**config.mk**
```make
export PLATFORM = sky130hd
export DESIGN_NAME = dpr_regs
export DESIGN_NICKNAME = d
export VERILOG_FILES = /design/src/dpr_pkg.sv /design/src/dpr_hs_if.sv /design/src/dpr_pwr_handshake.sv /design/src/dpr_regs.sv
export VERILOG_INCLUDE_DIRS = /design/src /design/src/src
export SDC_FILE = /design/constraint.sdc
export NUM_CORES = 1
export LEC_CHECK = 0
export BUFFER_PORTS_ARGS = -buffer_cell sky130_fd_sc_hd__buf_2
export CAP_MARGIN = 20
export CELL_PAD_IN_SITES_DETAIL_PLACEMENT = 2
export CELL_PAD_IN_SITES_GLOBAL_PLACEMENT = 2
export CORE_MARGIN = 1.5
export CORE_UTILIZATION = 23
export CTS_CLUSTER_SIZE = 14
export DETAILED_ROUTE_END_ITERATION = 12
export PLACE_DENSITY_LB_ADDON = 0.15
export SLEW_MARGIN = 20
export SYNTH_ARGS = -nofsm -noshare
export SYNTH_HDL_FRONTEND = slang
export SYNTH_SLANG_ARGS = --single-unit
```
**constraint.sdc**
```tcl
create_clock -name SYS_CLK -period 2.6 [get_ports SYS_CLK]
set_clock_uncertainty 0.2 [all_clocks]
set_input_delay 0.26 -clock SYS_CLK [delete_from_list [all_inputs] [get_ports SYS_CLK]]
set_output_delay 0.26 -clock SYS_CLK [all_outputs]
set_load 0.01 [all_outputs]
```
**src/dpr_consts.svh**
```systemverilog
// Offsets, field positions, reset values and key for the power requester.
//
// Contract
// Reading the acknowledge status register returns the level of each acknowledge input.
// There is one acknowledge status bit per configured power domain, bit n for input n.
// Bit 0 of the integration control register enables integration mode; bits 31 to 1 are reserved.
// The claim tag is four bits wide and the claim-set register reads 1 for each implemented bit.
// Writing 1 to a claim-set bit sets that claim tag bit; writing 0 leaves it alone.
// Reading the claim-clear register returns the present claim tag value.
// Writing 1 to a claim-clear bit clears that claim tag bit; writing 0 leaves it alone.
// Claim tag bits are plain software storage and change nothing else in the block.
// A full 32-bit write of the unlock key to the lock access register opens the lock.
// Any other value written to the lock access register closes the lock.
// While locked, on-chip writes to every register but the lock access register are denied.
// Accesses from the external debugger ignore the lock entirely.
// The lock status register reads all zeros from the external debugger.
// Lock status bit 1 reads 1 while writes are not permitted from this interface.
// Lock status bit 0 shows whether a lock exists for this interface; if 0, key writes are ignored.
// Power requests follow a four-phase handshake per domain that no register write can break.
// After reset the lock is closed and all claim tag bits are clear.
`ifndef DPR_CONSTS_SVH
`define DPR_CONSTS_SVH

// Register byte offsets.
`define DPR_OFS_PWR_REQ 12'h000
`define DPR_OFS_PWR_ACK 12'h004
`define DPR_OFS_INTEG_CTRL 12'hf00
`define DPR_OFS_CLAIM_SET 12'hfa0
`define DPR_OFS_CLAIM_CLR 12'hfa4
`define DPR_OFS_LOCK_KEY 12'hfb0
`define DPR_OFS_LOCK_STATUS 12'hfb4

// Field positions and widths.
`define DPR_IME_BIT 0
`define DPR_CLAIM_W 4
`define DPR_LSR_PRESENT_BIT 0
`define DPR_LSR_ACTIVE_BIT 1

// Values.
`define DPR_UNLOCK_KEY 32'hc5acce55
`define DPR_CLAIM_IMPL 4'hf
`define DPR_LOCK_RST 1'b1
`define DPR_CLAIM_RST 4'h0
`define DPR_ALL_STRB 4'hf

`endif

```
**src/dpr_pkg.sv**
```systemverilog
// Types shared by the power requester register bank.
package dpr_pkg;
  typedef logic [31:0] dpr_word_t;
  typedef logic [11:0] dpr_addr_t;
  typedef logic [3:0] dpr_strb_t;
  typedef enum logic {DPR_BUS_IDLE, DPR_BUS_ANSWER} dpr_bus_state_t;
endpackage : dpr_pkg

```
**src/dpr_hs_if.sv**
```systemverilog
// Carrier between the register bank and the per-domain handshake guard.
`timescale 1ns/100ps
interface dpr_hs_if #(parameter int N = 8);
  logic [N-1:0] want;
  logic [N-1:0] ack;
  logic [N-1:0] req;
  modport bank (output want, output ack, input req);
  modport guard (input want, input ack, output req);
endinterface : dpr_hs_if

```
**src/dpr_pwr_handshake.sv**
```systemverilog
// Per-domain guard that moves a power request only when the handshake rests.
`timescale 1ns/100ps
module dpr_pwr_handshake #(
  parameter int N = 8
) (
  // Clock and reset.
  input wire logic clk,
  input wire logic rst_n,
  // Request and acknowledge.
  dpr_hs_if.guard hs
);
  import dpr_pkg::*;

  ////////////////////////////////////////////////////////////////////////////
  // A request may only toggle when it equals its acknowledge, so a pending
  // up or down phase always completes before software can reverse it.
  genvar n;
  generate
    for (n = 0; n < N; n++)
    begin : g_dom
      logic rest;
      assign rest = (hs.req[n] == hs.ack[n]);

      // Follow the wanted value only while the domain is at rest.
      always_ff @(posedge clk)
      begin
        if (!rst_n)
          hs.req[n] <= 1'b0;
        else if (rest)
          hs.req[n] <= hs.want[n];
      end

      property p_req_moves_at_rest;
        @(posedge clk) disable iff (!rst_n)
          (hs.req[n] != $past(hs.req[n])) |->
            ($past(hs.req[n]) == $past(hs.ack[n]));
      endproperty
      a_req_moves_at_rest: assert property (p_req_moves_at_rest)
        else $error("request changed during an open handshake");

      property p_req_follows;
        @(posedge clk) disable iff (!rst_n)
          (hs.req[n] == hs.ack[n]) && (hs.want[n] != hs.req[n]) |=>
            (hs.req[n] == $past(hs.want[n]));
      endproperty
      a_req_follows: assert property (p_req_follows)
        else $error("request did not follow wanted value at rest");
    end
  endgenerate
endmodule : dpr_pwr_handshake

```
**src/dpr_regs.sv**
```systemverilog
// APB register bank of the debug power requester with claim tag and lock.
//
// The implementer's own choices: the APB interface to the registers and the register offsets.
`timescale 1ns/100ps
`include "dpr_consts.svh"
module dpr_regs #(
  parameter int NUM_DOMAINS = 8
) (
  // Clock and reset.
  input wire logic SYS_CLK,
  input wire logic RST_N,
  // APB slave.
  input wire logic PSEL,
  input wire logic PENABLE,
  input wire logic PWRITE,
  input wire dpr_pkg::dpr_addr_t PADDR,
  input wire dpr_pkg::dpr_word_t PWDATA,
  input wire dpr_pkg::dpr_strb_t PSTRB,
  output dpr_pkg::dpr_word_t PRDATA,
  output logic PREADY,
  output logic PSLVERR,
  // Access origin: high for the external debugger port.
  input wire logic DBG_ACCESS,
  // Power domains.
  input wire logic [NUM_DOMAINS-1:0] PWR_ACK,
  output logic [NUM_DOMAINS-1:0] PWR_REQ,
  // Integration mode.
  output logic INTEG_MODE
);
  import dpr_pkg::*;

  ////////////////////////////////////////////////////////////////////////////
  // State.

  dpr_bus_state_t bus_state;
  logic [NUM_DOMAINS-1:0] req_want;
  logic [`DPR_CLAIM_W-1:0] claim_tag;
  logic lock_active_flag;
  logic integration_mode_enable;

  dpr_hs_if #(.N(NUM_DOMAINS)) hs ();

  ////////////////////////////////////////////////////////////////////////////
  // Address decode.

  // Each hit compares the word address; byte bits are ignored.
  logic hit_req;
  logic hit_ack;
  logic hit_itc;
  logic hit_cset;
  logic hit_cclr;
  logic hit_key;
  logic hit_lsr;
  logic hit_any;
  assign hit_req = ({PADDR[11:2], 2'b00} == `DPR_OFS_PWR_REQ);
  assign hit_ack = ({PADDR[11:2], 2'b00} == `DPR_OFS_PWR_ACK);
  assign hit_itc = ({PADDR[11:2], 2'b00} == `DPR_OFS_INTEG_CTRL);
  assign hit_cset = ({PADDR[11:2], 2'b00} == `DPR_OFS_CLAIM_SET);
  assign hit_cclr = ({PADDR[11:2], 2'b00} == `DPR_OFS_CLAIM_CLR);
  assign hit_key = ({PADDR[11:2], 2'b00} == `DPR_OFS_LOCK_KEY);
  assign hit_lsr = ({PADDR[11:2], 2'b00} == `DPR_OFS_LOCK_STATUS);
  assign hit_any = hit_req | hit_ack | hit_itc | hit_cset | hit_cclr |
    hit_key | hit_lsr;

  ////////////////////////////////////////////////////////////////////////////
  // Transfer qualification.

  // A request is taken in the first access cycle; the write lands on the
  // edge where PREADY is sampled high, exactly when the master completes.
  logic acc_start;
  logic acc_done;
  logic wr_go;
  logic lock_applies;
  logic wr_permit;
  logic wr_ok;
  logic lane0;
  assign acc_start = PSEL && PENABLE && (bus_state == DPR_BUS_IDLE);
  assign acc_done = PSEL && PENABLE && (bus_state == DPR_BUS_ANSWER);
  assign wr_go = acc_done && PWRITE && hit_any;
  // Only on-chip accesses see the lock. // R12
  assign lock_applies = lock_active_flag && !DBG_ACCESS;
  assign wr_permit = !lock_applies || hit_key;
  assign wr_ok = wr_go && wr_permit;
  assign lane0 = PSTRB[0];

  // Key writes count only from the on-chip side, where the lock exists.
  logic key_wr;
  logic key_match;
  assign key_wr = wr_ok && hit_key && !DBG_ACCESS;
  assign key_match = (PWDATA == `DPR_UNLOCK_KEY) &&
    (PSTRB == `DPR_ALL_STRB);

  ////////////////////////////////////////////////////////////////////////////
  // Read data.

  dpr_word_t lsr_word;
  dpr_word_t ack_word;
  dpr_word_t req_word;
  dpr_word_t rd_mux;
  // The external debugger sees no lock at all, so it reads zero. // R13
  assign lsr_word = DBG_ACCESS ? 32'h0000_0000 :
    32'({lock_active_flag, 1'b1});
  assign ack_word = 32'(PWR_ACK);
  assign req_word = 32'(req_want);
  assign rd_mux =
    hit_req ? req_word :
    hit_ack ? ack_word :
    hit_itc ? 32'(integration_mode_enable) :
    hit_cset ? 32'(`DPR_CLAIM_IMPL) :
    hit_cclr ? 32'(claim_tag) :
    hit_lsr ? lsr_word :
    32'h0000_0000;

  ////////////////////////////////////////////////////////////////////////////
  // Byte-lane mask for the request register.

  logic [31:0] strb_mask;
  logic [NUM_DOMAINS-1:0] next_want;
  assign strb_mask = {{8{PSTRB[3]}}, {8{PSTRB[2]}},
    {8{PSTRB[1]}}, {8{PSTRB[0]}}};
  assign next_want = (req_want & ~strb_mask[NUM_DOMAINS-1:0]) |
    (PWDATA[NUM_DOMAINS-1:0] & strb_mask[NUM_DOMAINS-1:0]);

  ////////////////////////////////////////////////////////////////////////////
  // Bus state machine: one wait cycle, then a single-cycle PREADY.

  always_ff @(posedge SYS_CLK)
  begin
    if (!RST_N)
      bus_state <= DPR_BUS_IDLE;
    else
    begin
      case (bus_state)
        DPR_BUS_IDLE: if (acc_start) bus_state <= DPR_BUS_ANSWER;
        DPR_BUS_ANSWER: bus_state <= DPR_BUS_IDLE;
        default: bus_state <= DPR_BUS_IDLE;
      endcase
    end
  end

  // Answer outputs come from flops; read data is frozen with PREADY.
  always_ff @(posedge SYS_CLK)
  begin
    if (!RST_N)
    begin
      PREADY <= 1'b0;
      PRDATA <= 32'h0000_0000;
      PSLVERR <= 1'b0;
    end
    else
    begin
      PREADY <= acc_start;
      PSLVERR <= acc_start && !hit_any;
      if (acc_start)
        PRDATA <= PWRITE ? 32'h0000_0000 : rd_mux;
    end
  end

  ////////////////////////////////////////////////////////////////////////////
  // Writable state.

  // Claim bits drive nothing but read data; they only record ownership. R08
  always_ff @(posedge SYS_CLK)
  begin
    if (!RST_N)
      claim_tag <= `DPR_CLAIM_RST;
    else if (wr_ok && lane0 && hit_cset)
      claim_tag <= claim_tag | PWDATA[`DPR_CLAIM_W-1:0];
    else if (wr_ok && lane0 && hit_cclr)
      claim_tag <= claim_tag & ~PWDATA[`DPR_CLAIM_W-1:0];
  end

  // Lock follows every on-chip key write; any wrong value relocks.
  always_ff @(posedge SYS_CLK)
  begin
    if (!RST_N)
      lock_active_flag <= `DPR_LOCK_RST;
    else if (key_wr)
      lock_active_flag <= !key_match;
  end

  // Integration mode enable and the wanted request pattern.
  always_ff @(posedge SYS_CLK)
  begin
    if (!RST_N)
    begin
      integration_mode_enable <= 1'b0;
      req_want <= '0;
    end
    else
    begin
      if (wr_ok && lane0 && hit_itc)
        integration_mode_enable <= PWDATA[`DPR_IME_BIT];
      if (wr_ok && hit_req)
        req_want <= next_want;
    end
  end

  // Output flop for the integration mode level.
  always_ff @(posedge SYS_CLK)
  begin
    if (!RST_N)
      INTEG_MODE <= 1'b0;
    else
      INTEG_MODE <= integration_mode_enable;
  end

  ////////////////////////////////////////////////////////////////////////////
  // Handshake guard; requests leave through its flops.

  assign hs.want = req_want;
  assign hs.ack = PWR_ACK;
  assign PWR_REQ = hs.req;

  dpr_pwr_handshake #(.N(NUM_DOMAINS)) u_guard (
    .clk(SYS_CLK),
    .rst_n(RST_N),
    .hs(hs)
  );

  ////////////////////////////////////////////////////////////////////////////
  // Checks.

  logic rd_start;
  assign rd_start = acc_start && !PWRITE;

  property p_ack_read;
    @(posedge SYS_CLK) disable iff (!RST_N)
      rd_start && hit_ack |=>
        PREADY && (PRDATA == 32'($past(PWR_ACK)));
  endproperty
  a_ack_read: assert property (p_ack_read)
    else $error("ack status read wrong");

  property p_ack_upper_zero;
    @(posedge SYS_CLK) disable iff (!RST_N)
      rd_start && hit_ack |=> ((PRDATA >> NUM_DOMAINS) == 32'h0);
  endproperty
  a_ack_upper_zero: assert property (p_ack_upper_zero)
    else $error("ack status bits beyond domain count set");

  property p_ime_write;
    @(posedge SYS_CLK) disable iff (!RST_N)
      wr_ok && lane0 && hit_itc |=> ##1
        (INTEG_MODE == $past(PWDATA[`DPR_IME_BIT], 2));
  endproperty
  a_ime_write: assert property (p_ime_write)
    else $error("integration mode did not follow write");

  property p_cset_read;
    @(posedge SYS_CLK) disable iff (!RST_N)
      rd_start && hit_cset |=> (PRDATA == 32'h0000_000f);
  endproperty
  a_cset_read: assert property (p_cset_read)
    else $error("claim set read not all implemented");

  property p_claim_set;
    @(posedge SYS_CLK) disable iff (!RST_N)
      wr_ok && lane0 && hit_cset |=>
        (claim_tag == ($past(claim_tag) | $past(PWDATA[3:0])));
  endproperty
  a_claim_set: assert property (p_claim_set)
    else $error("claim set write wrong");

  property p_cclr_read;
    @(posedge SYS_CLK) disable iff (!RST_N)
      rd_start && hit_cclr |=> (PRDATA == 32'($past(claim_tag)));
  endproperty
  a_cclr_read: assert property (p_cclr_read)
    else $error("claim clear read does not show tag");

  property p_claim_clr;
    @(posedge SYS_CLK) disable iff (!RST_N)
      wr_ok && lane0 && hit_cclr |=>
        (claim_tag == ($past(claim_tag) & ~$past(PWDATA[3:0])));
  endproperty
  a_claim_clr: assert property (p_claim_clr)
    else $error("claim clear write wrong");

  property p_claim_quiet;
    @(posedge SYS_CLK) disable iff (!RST_N)
      (claim_tag != $past(claim_tag)) |->
        $past(wr_ok && (hit_cset || hit_cclr));
  endproperty
  a_claim_quiet: assert property (p_claim_quiet)
    else $error("claim tag changed without a claim write");

  property p_unlock;
    @(posedge SYS_CLK) disable iff (!RST_N)
      key_wr && key_match |=> !lock_active_flag &&
        (lsr_word[`DPR_LSR_ACTIVE_BIT] == 1'b0);
  endproperty
  a_unlock: assert property (p_unlock)
    else $error("unlock key did not open lock");

  property p_relock;
    @(posedge SYS_CLK) disable iff (!RST_N)
      key_wr && !key_match |=> lock_active_flag;
  endproperty
  a_relock: assert property (p_relock)
    else $error("wrong key did not close lock");

  property p_denied;
    @(posedge SYS_CLK) disable iff (!RST_N)
      wr_go && lock_active_flag && !DBG_ACCESS && !hit_key |=>
        $stable(claim_tag) && $stable(req_want) &&
        $stable(integration_mode_enable);
  endproperty
  a_denied: assert property (p_denied)
    else $error("locked on-chip write changed a register");

  property p_ext_free;
    @(posedge SYS_CLK) disable iff (!RST_N)
      wr_go && DBG_ACCESS && lane0 && hit_cset |=>
        (claim_tag == ($past(claim_tag) | $past(PWDATA[3:0])));
  endproperty
  a_ext_free: assert property (p_ext_free)
    else $error("external write blocked by lock");

  property p_ext_key_ignored;
    @(posedge SYS_CLK) disable iff (!RST_N)
      wr_go && DBG_ACCESS && hit_key |=> $stable(lock_active_flag);
  endproperty
  a_ext_key_ignored: assert property (p_ext_key_ignored)
    else $error("external key write altered lock");

  property p_lsr_ext;
    @(posedge SYS_CLK) disable iff (!RST_N)
      rd_start && hit_lsr && DBG_ACCESS |=> (PRDATA == 32'h0);
  endproperty
  a_lsr_ext: assert property (p_lsr_ext)
    else $error("external lock status read not zero");

  property p_lsr_local;
    @(posedge SYS_CLK) disable iff (!RST_N)
      rd_start && hit_lsr && !DBG_ACCESS |=>
        (PRDATA == {30'h0, $past(lock_active_flag), 1'b1});
  endproperty
  a_lsr_local: assert property (p_lsr_local)
    else $error("on-chip lock status read wrong");

  property p_reset_state;
    @(posedge SYS_CLK)
      !RST_N |=> lock_active_flag && (claim_tag == 4'h0);
  endproperty
  a_reset_state: assert property (p_reset_state)
    else $error("reset did not lock and clear claims");

  property p_answer_once;
    @(posedge SYS_CLK) disable iff (!RST_N)
      acc_start |=> PREADY ##1 !PREADY;
  endproperty
  a_answer_once: assert property (p_answer_once)
    else $error("ready pulse malformed");
endmodule : dpr_regs

```
==> reports/qor.json, run 1 <==
{
  "detailedRoute.firstPassIterationCount": 4,
  "fp.dieW_microns": 93.5,
  "postCtsSetupBuffers": 0,
  "drive_gt1_share_pct": 31.5,
  "status": "finished, final reports clean",
  "final_design_area_no_fill_sq_mm": 0.00241,
  "floorplan.initialDensity_pct": 24.1,
  "h-tree-depth": 2,
  "register_clock_pin_slew_on_the_reported_worst_setup_and_hold_paths_ns": 0.07,
  "netlist_area_sq_mm": 0.00188,
  "timing.final.max_slew_violations": 0,
  "power_density_mw_per_mm2": 445,
  "p_seq_share_pct": 48.7,
  "fraction_of_the_mapped_netlist_area_in_compound_gates_pct": 14.0,
  "cts_buffers": 5,
  "combinationalPowerShare_pct": 12.6,
  "cp_required_ns": 2.62,
  "crit_path_max_incr_delay_ns": 0.59,
  "hp-class": "in2reg",
  "drt-initial-drc-count": 34,
  "placeableCoreArea_sq_mm": 0.00781,
  "final.fill_count": 947,
  "ant_nets": 0,
  "grt_start_max_net_pins": 25,
  "post_cts_resize_count": 0,
  "seq_cells_post_synth": 34,
  "hold_buffers": 0,
  "cp_cell_sequence": "buf_2, or4_4, or3b_4, o41ai_2, o2bb2ai_1",
  "arrival_ns": 1.86,
  "tritoncts_clock_tree": "built",
  "worstSkewPairLatency_ns": 0.29,
  "timing.critical_path.to_type": "flop",
  "switching_share_pct": 26.6,
  "p_leak_nw": 1.16,
  "critical-path-top-delay-family": "simple AND/OR/NAND/NOR gates",
  "clock_path_buffers": 2,
  "io_buffers": 78,
  "wire_per_inst_microns": 14.4,
  "synthMuxAreaShare_pct": 7.44,
  "startpoint_type": "primary input",
  "setup-tns-final_ns": 0,
  "peak_vdd_ir_v": 0.000163,
  "post_synth_and_or_nand_nor_area_fraction_pct": 28.8,
  "slew-limit-headroom_pct": 65.2,
  "max_slew.worst_pin.slew_ns": 0.517,
  "timing.critical_path.buf_inv": 1,
  "placementRows": 32,
  "boundaryPins": 105,
  "power_switching_uw": 286,
  "vias_per_cell": 4.58,
  "min_path_cells": 3,
  "layout.cells.most_common_list": "78 x sky130_fd_sc_hd__buf_2, 44 x sky130_fd_sc_hd__nand2_1, 34 x sky130_fd_sc_hd__dfxtp_1",
  "min_period_ns": 1.84,
  "drt_drc_violations_left": 0,
  "hold_fails_final_rpt": 0,
  "finalWeightedCongestion": 0.714,
  "via_count_of_the_first_global_routing_pass": 1961,
  "syn_avg_cell_area_sq_um": 8.05,
  "clock_sink_count": 34,
  "synth_instances": 234,
  "cp_slowest_cell": "sky130_fd_sc_hd__or4_4",
  "synthToLayoutAreaGrowth_pct": 28.1,
  "synth_enable_flop_cells": 0,
  "antenna_found_initial": 0,
  "drv_cap": 0,
  "timing.fmax_mhz": 544,
  "ff2ff_path_depth": 4,
  "fin_crit_sh_pct": 70.6,
  "floorplan.die_area_sq_mm": 0.00874,
  "synth.lib_cells_used.distinct": 43,
  "numPlacedInstances": 411,
  "antenna-diode-count": 0,
  "synth_ff_type": "sky130_fd_sc_hd__dfxtp_1",
  "synth_xor_area_share_pct": 0,
  "global_route_wire_length_before_repair_mm": 9.63,
  "finalNonFillerCells": 419,
  "finalSetupViolations": 0,
  "worst-path-max-fanout": 5,
  "dp_hpwl_mm": 4.92,
  "clock_power_share_pct": 38.7,
  "chip_height_microns": 93.5,
  "placedInstanceArea_sq_mm": 0.00232,
  "yosysSeqAreaShare_pct": 36.1,
  "grt_util_all_layers_pct": 14.3,
  "ys.warnings.count": 0,
  "most_common_cell_after_layout_fill_and_taps_aside": "sky130_fd_sc_hd__buf_2",
  "internal-power_uw": 788,
  "timing.setup.critical_path_class": "in2reg",
  "crit_cells": 5,
  "nets_final": 378,
  "rsz0062_at_grt": "no",
  "synthAdderAreaFrac_pct": 0,
  "via_total_after_detailed_routing": 1921,
  "overflow": 0,
  "synth_async_sr_flop_share_pct": 0,
  "synth_top_family_by_area": "simple AND/OR/NAND/NOR gates",
  "root_buffer_selected_by_cts": "sky130_fd_sc_hd__clkbuf_8",
  "finish.utilization_pct": 30.9,
  "finalWirelength_mm": 6.05
}
per-stage QoR:
| stage | total power, mW | hold slack (ns) | worst slack [ns] |
|---|---|---|---|
| after floorplan | 0.626 | 0.199 | 0.700 |
| after global placement | 0.669 | 0.242 | 0.481 |
| after detailed placement | 0.671 | 0.253 | 0.438 |
| after CTS | 1.10 | 0.0113 | 0.746 |
| after global routing | 1.13 | 0.0252 | 0.682 |
| final | 1.07 | 0.0187 | 0.763 |
per-layer routing:
metal  GRT usage (%)  vias up  part of all wire [%]
met2            23.6       70                    46
met1            17.9      910                    46
met3            3.74        8                   6.8
li1                -      933                     -
met4            5.18        0                   1.7
met5               0        -                     0
area by class of cell:
type	count	area, sq um	share of cell area, %
sequential	34	681	28.2
clock inverter	2	12.5	0.519
clock buffer	6	82.6	3.42
timing repair buffer	83	428	17.7
inverter	12	45.0	1.87
tap	102	128	5.29
multi-input combinational	180	1040	42.9
logic make-up (layout without fill, tap and decap cells):
family / after synthesis / count (layout)
DFF: 34 / 34
other: 1 / 24
AOI/OAI and AO/OA: 42 / 42
muxes: 14 / 14
and+or+nand+nor: 100 / 100
buffers and inverters: 43 / 103
Yosys cell counts (3+ instances only):
master	number	area (sq um)
sky130_fd_sc_hd__nand2_1	44	165
sky130_fd_sc_hd__dfxtp_1	34	681
sky130_fd_sc_hd__buf_4	24	180
sky130_fd_sc_hd__o21ai_0	18	90.1
sky130_fd_sc_hd__mux2i_1	14	140
sky130_fd_sc_hd__inv_1	12	45.0
sky130_fd_sc_hd__nor2_1	12	45.0
sky130_fd_sc_hd__a21oi_1	9	45.0
sky130_fd_sc_hd__clkbuf_1	6	22.5
sky130_fd_sc_hd__nand4_1	5	31.3
sky130_fd_sc_hd__nor3_1	5	25.0
sky130_fd_sc_hd__a22oi_1	4	30.0
sky130_fd_sc_hd__nand3_1	4	20.0
sky130_fd_sc_hd__nand2b_1	3	18.8
sky130_fd_sc_hd__nor4_1	3	18.8
sky130_fd_sc_hd__nor4bb_1	3	30.0
sky130_fd_sc_hd__or3_1	3	18.8
power groups by stage:
stage / combinational [mW] / clock (mW) / sequential (mW)
after floorplan: 0.0899 / 0 / 0.536
after global placement: 0.134 / 0 / 0.535
after detailed placement: 0.136 / 0 / 0.535
after CTS: 0.137 / 0.437 / 0.523
after global routing: 0.152 / 0.458 / 0.523
final: 0.135 / 0.416 / 0.523
final timing paths:
check                                       startpoint                endpoint  slack (ns)
worst max-delay path                          PADDR[7]  PRDATA[0]$_SDFFE_PN0P_        0.76
worst min register to register  PRDATA[4]$_SDFFE_PN0P_  PRDATA[4]$_SDFFE_PN0P_        0.26
worst max register to register    bus_state$_SDFF_PP0_  PRDATA[2]$_SDFFE_PN0P_        0.92
worst min-delay path                         PWDATA[6]                    flop        0.02
tightest hold or removal path: stages:
cell	delay [ns]
sky130_fd_sc_hd__buf_2	0.10
sky130_fd_sc_hd__nand2_1	0.05
sky130_fd_sc_hd__mux2i_1	0.05
(Power assumes the default switching activity.)
==> run 2: changes to the inputs <==
- ABC_AREA: unset -> 1
- CORE_UTILIZATION: 23 -> 21
- clock period: 2.6 -> 1.5 ns (I/O delays scaled with it)
==> run 2 against run 1 <==
  * Via count up 17%
  * Critical path type is now reg2reg
  * The flow now finishes with violations (negative hold slack, negative setup slack)
  * Wire length up 19%
  * Utilization up 1.7 points
  * Combinational power up 110%
  * Setup slack worse by 0.83 ns
  * Register-to-register slack worse by 0.99 ns
  * Non-clock buffer count up 41
  * Synthesized cell count up 21%
  * Sequential share of layout area down 5.7 points
  * Global-route usage down 0.32 points
  * Sequential cell count unchanged
  * Cell area up 26%
==> reports/qor.json, run 2 <==
{
  "synth_xor_area_share_pct": 0,
  "fp.dieW_microns": 101,
  "antenna_found_initial": 0,
  "finish.utilization_pct": 32.6,
  "peak_vdd_ir_v": 0.000326,
  "synthMuxAreaShare_pct": 0,
  "chip_height_microns": 101,
  "drt-initial-drc-count": 27,
  "layout.cells.most_common_list": "78 x sky130_fd_sc_hd__buf_2, 39 x sky130_fd_sc_hd__nand2_1, 34 x sky130_fd_sc_hd__inv_1",
  "placeableCoreArea_sq_mm": 0.00928,
  "final.fill_count": 1150,
  "detailedRoute.firstPassIterationCount": 4,
  "timing.final.max_slew_violations": 0,
  "syn_avg_cell_area_sq_um": 7.12,
  "most_common_cell_after_layout_fill_and_taps_aside": "sky130_fd_sc_hd__buf_2",
  "synth_instances": 283,
  "timing.fmax_mhz": 638,
  "timing.critical_path.buf_inv": 1,
  "placedInstanceArea_sq_mm": 0.00270,
  "fin_crit_sh_pct": 105,
  "worst_slack_ns": -0.0686,
  "via_count_of_the_first_global_routing_pass": 2257,
  "boundaryPins": 105,
  "netlist_area_sq_mm": 0.00202,
  "yosysSeqAreaShare_pct": 33.8,
  "hold_fails_final_rpt": 1,
  "synth_ff_type": "sky130_fd_sc_hd__dfxtp_1",
  "timing.critical_path.to_type": "flop",
  "post_synth_and_or_nand_nor_area_fraction_pct": 32.9,
  "min_path_cells": 4,
  "final_design_area_no_fill_sq_mm": 0.00303,
  "worst_r2r_startpoint": "bus_state$_SDFF_PP0_",
  "drv_cap": 0,
  "timing.setup.critical_path_class": "reg2reg",
  "register_clock_pin_slew_on_the_reported_worst_setup_and_hold_paths_ns": 0.07,
  "grt_util_all_layers_pct": 14.0,
  "floorplan.initialDensity_pct": 21.7,
  "nets_final": 471,
  "synth_enable_flop_cells": 0,
  "synth_area_leaders": "sky130_fd_sc_hd__dfxtp_1 34%, sky130_fd_sc_hd__buf_4 8.9%, sky130_fd_sc_hd__nand2_1 7.4%",
  "ys.warnings.count": 0,
  "setup-tns-final_ns": -0.646,
  "placementRows": 35,
  "yosysTopAreaCell": "sky130_fd_sc_hd__dfxtp_1",
  "sequential_cell_area_sq_um": 682,
  "tritoncts_clock_tree": "built",
  "arrival_ns": 1.60,
  "seq_cells_post_synth": 34,
  "preCtsSetupSlack_ns": -0.289,
  "io_buffers": 78,
  "grt_start_max_net_pins": 16,
  "netlist_top_cells_count": "40 x sky130_fd_sc_hd__nand2_1, 35 x sky130_fd_sc_hd__inv_1, 35 x sky130_fd_sc_hd__nor2_1, 34 x sky130_fd_sc_hd__dfxtp_1",
  "dp_hpwl_mm": 5.76,
  "status": "finished with violations",
  "crit_cells": 7,
  "synthToLayoutAreaGrowth_pct": 50.2,
  "critical-path-top-delay-family": "simple AND/OR/NAND/NOR gates",
  "wire_per_inst_microns": 13.3,
  "crit_path_max_incr_delay_ns": 0.32,
  "via_total_after_detailed_routing": 2251,
  "fraction_of_the_mapped_netlist_area_in_compound_gates_pct": 16.3,
  "global_route_wire_length_before_repair_mm": 11.1,
  "startpoint_type": "flop",
  "antenna-diode-count": 0,
  "hp_start": "PWDATA[1]",
  "floorplan.die_area_sq_mm": 0.0102,
  "finalWeightedCongestion": 0.746,
  "crit_start": "bus_state$_SDFF_PP0_",
  "worstSkewPairLatency_ns": 0.29,
  "root_buffer_selected_by_cts": "sky130_fd_sc_hd__clkbuf_8",
  "h-tree-depth": 2,
  "synth_async_sr_flop_share_pct": 0,
  "cp_slowest_cell": "sky130_fd_sc_hd__dfxtp_2",
  "p_leak_nw": 1.46,
  "violated_checks": "negative hold slack, negative setup slack",
  "drt_drc_violations_left": 0,
  "worst-path-max-fanout": 5,
  "clock_path_buffers": 2,
  "vias_per_cell": 4.18,
  "overflow": 0,
  "synth_largest_type_area_fraction_pct": 33.8,
  "cts_buffers": 5,
  "drive_gt1_share_pct": 39.8,
  "clock_sink_count": 34,
  "total_area_of_multi_input_combinational_cells_sq_mm": 0.00116,
  "synth_top_family_by_area": "simple AND/OR/NAND/NOR gates",
  "min_period_ns": 1.57,
  "rsz0062_at_grt": "yes",
  "holdWs_ns": -0.00415,
  "finalSetupViolations": 13,
  "ant_nets": 0,
  "power_density_mw_per_mm2": 633,
  "finalWirelength_mm": 7.17,
  "hp-class": "in2reg",
  "synthAdderAreaFrac_pct": 0,
  "synthMostInstantiatedCell": "sky130_fd_sc_hd__nand2_1",
  "cp_required_ns": 1.53,
  "synth.lib_cells_used.distinct": 30,
  "timing.reg2reg.setup_slack_ns": -0.07,
  "cp_cell_sequence": "nand4_1, a21oi_4, nand3_4, nor2_8, buf_6, o21ai_2, nor2_1",
  "ff2ff_path_depth": 7
}
run 2: routing by layer:
layer	vias up	routed length (microns)	track usage, %
met4	0	74	3.85
li1	1125	-	-
met1	1043	3290	18.0
met3	8	443	3.05
met2	75	3370	23.7
met5	-	0	0
run 2: worst max path at each step:
| stage | end | slack (ns) |
|---|---|---|
| after floorplan | flop | 0.005 |
| after global placement | flop | -0.25 |
| after detailed placement | flop | -0.29 |
| after CTS | flop | -0.09 |
| after global routing | flop | -0.16 |
| final | flop | -0.07 |
run 2: tightest hold or removal path, delay by kind of cell:
family                 cells  cell delay, ns
buffers and inverters      2            0.21
AND/OR/NAND/NOR            2            0.09
run 2: area by class of cell:
type | count | area share, %
inverters | 38 | 4.88
clock buffers | 7 | 2.85
flip-flops and latches | 34 | 22.5
multi-input cells | 206 | 38.3
clock inverters | 1 | 0.165
well taps | 129 | 5.33
repair buffers | 124 | 26.0
run 2: cells by family after synthesis:
family / Yosys count
other: 1
AND/OR/NAND/NOR: 123
buffers and inverters: 66
AO/OA/AOI/OAI: 59
flip-flops: 34
run 2: metrics by stage:
step | hold slack [ns] | cells | total power, mW
after global placement | 0.200 | 513 | 1.17
final | -0.00415 | 539 | 1.92
after CTS | 0.0133 | 535 | 1.94
after floorplan | 0.0782 | 306 | 1.08
after global routing | 0.0321 | 539 | 2.01
after detailed placement | 0.215 | 513 | 1.18
run 2: where the power goes:
part	leakage, nW	internal (mW)	switching [mW]
clock	0.0482	0.371	0.354
combinational	1.14	0.127	0.159
sequential	0.275	0.905	0.000886
run 2: timing repair:
item,CTS,global route
gates resized for setup,3,25
buffers inserted,1,4
hold buffers,13,0
pin swaps,2,10
endpoints found under the setup margin,12,19
hold endpoints to repair,14,0
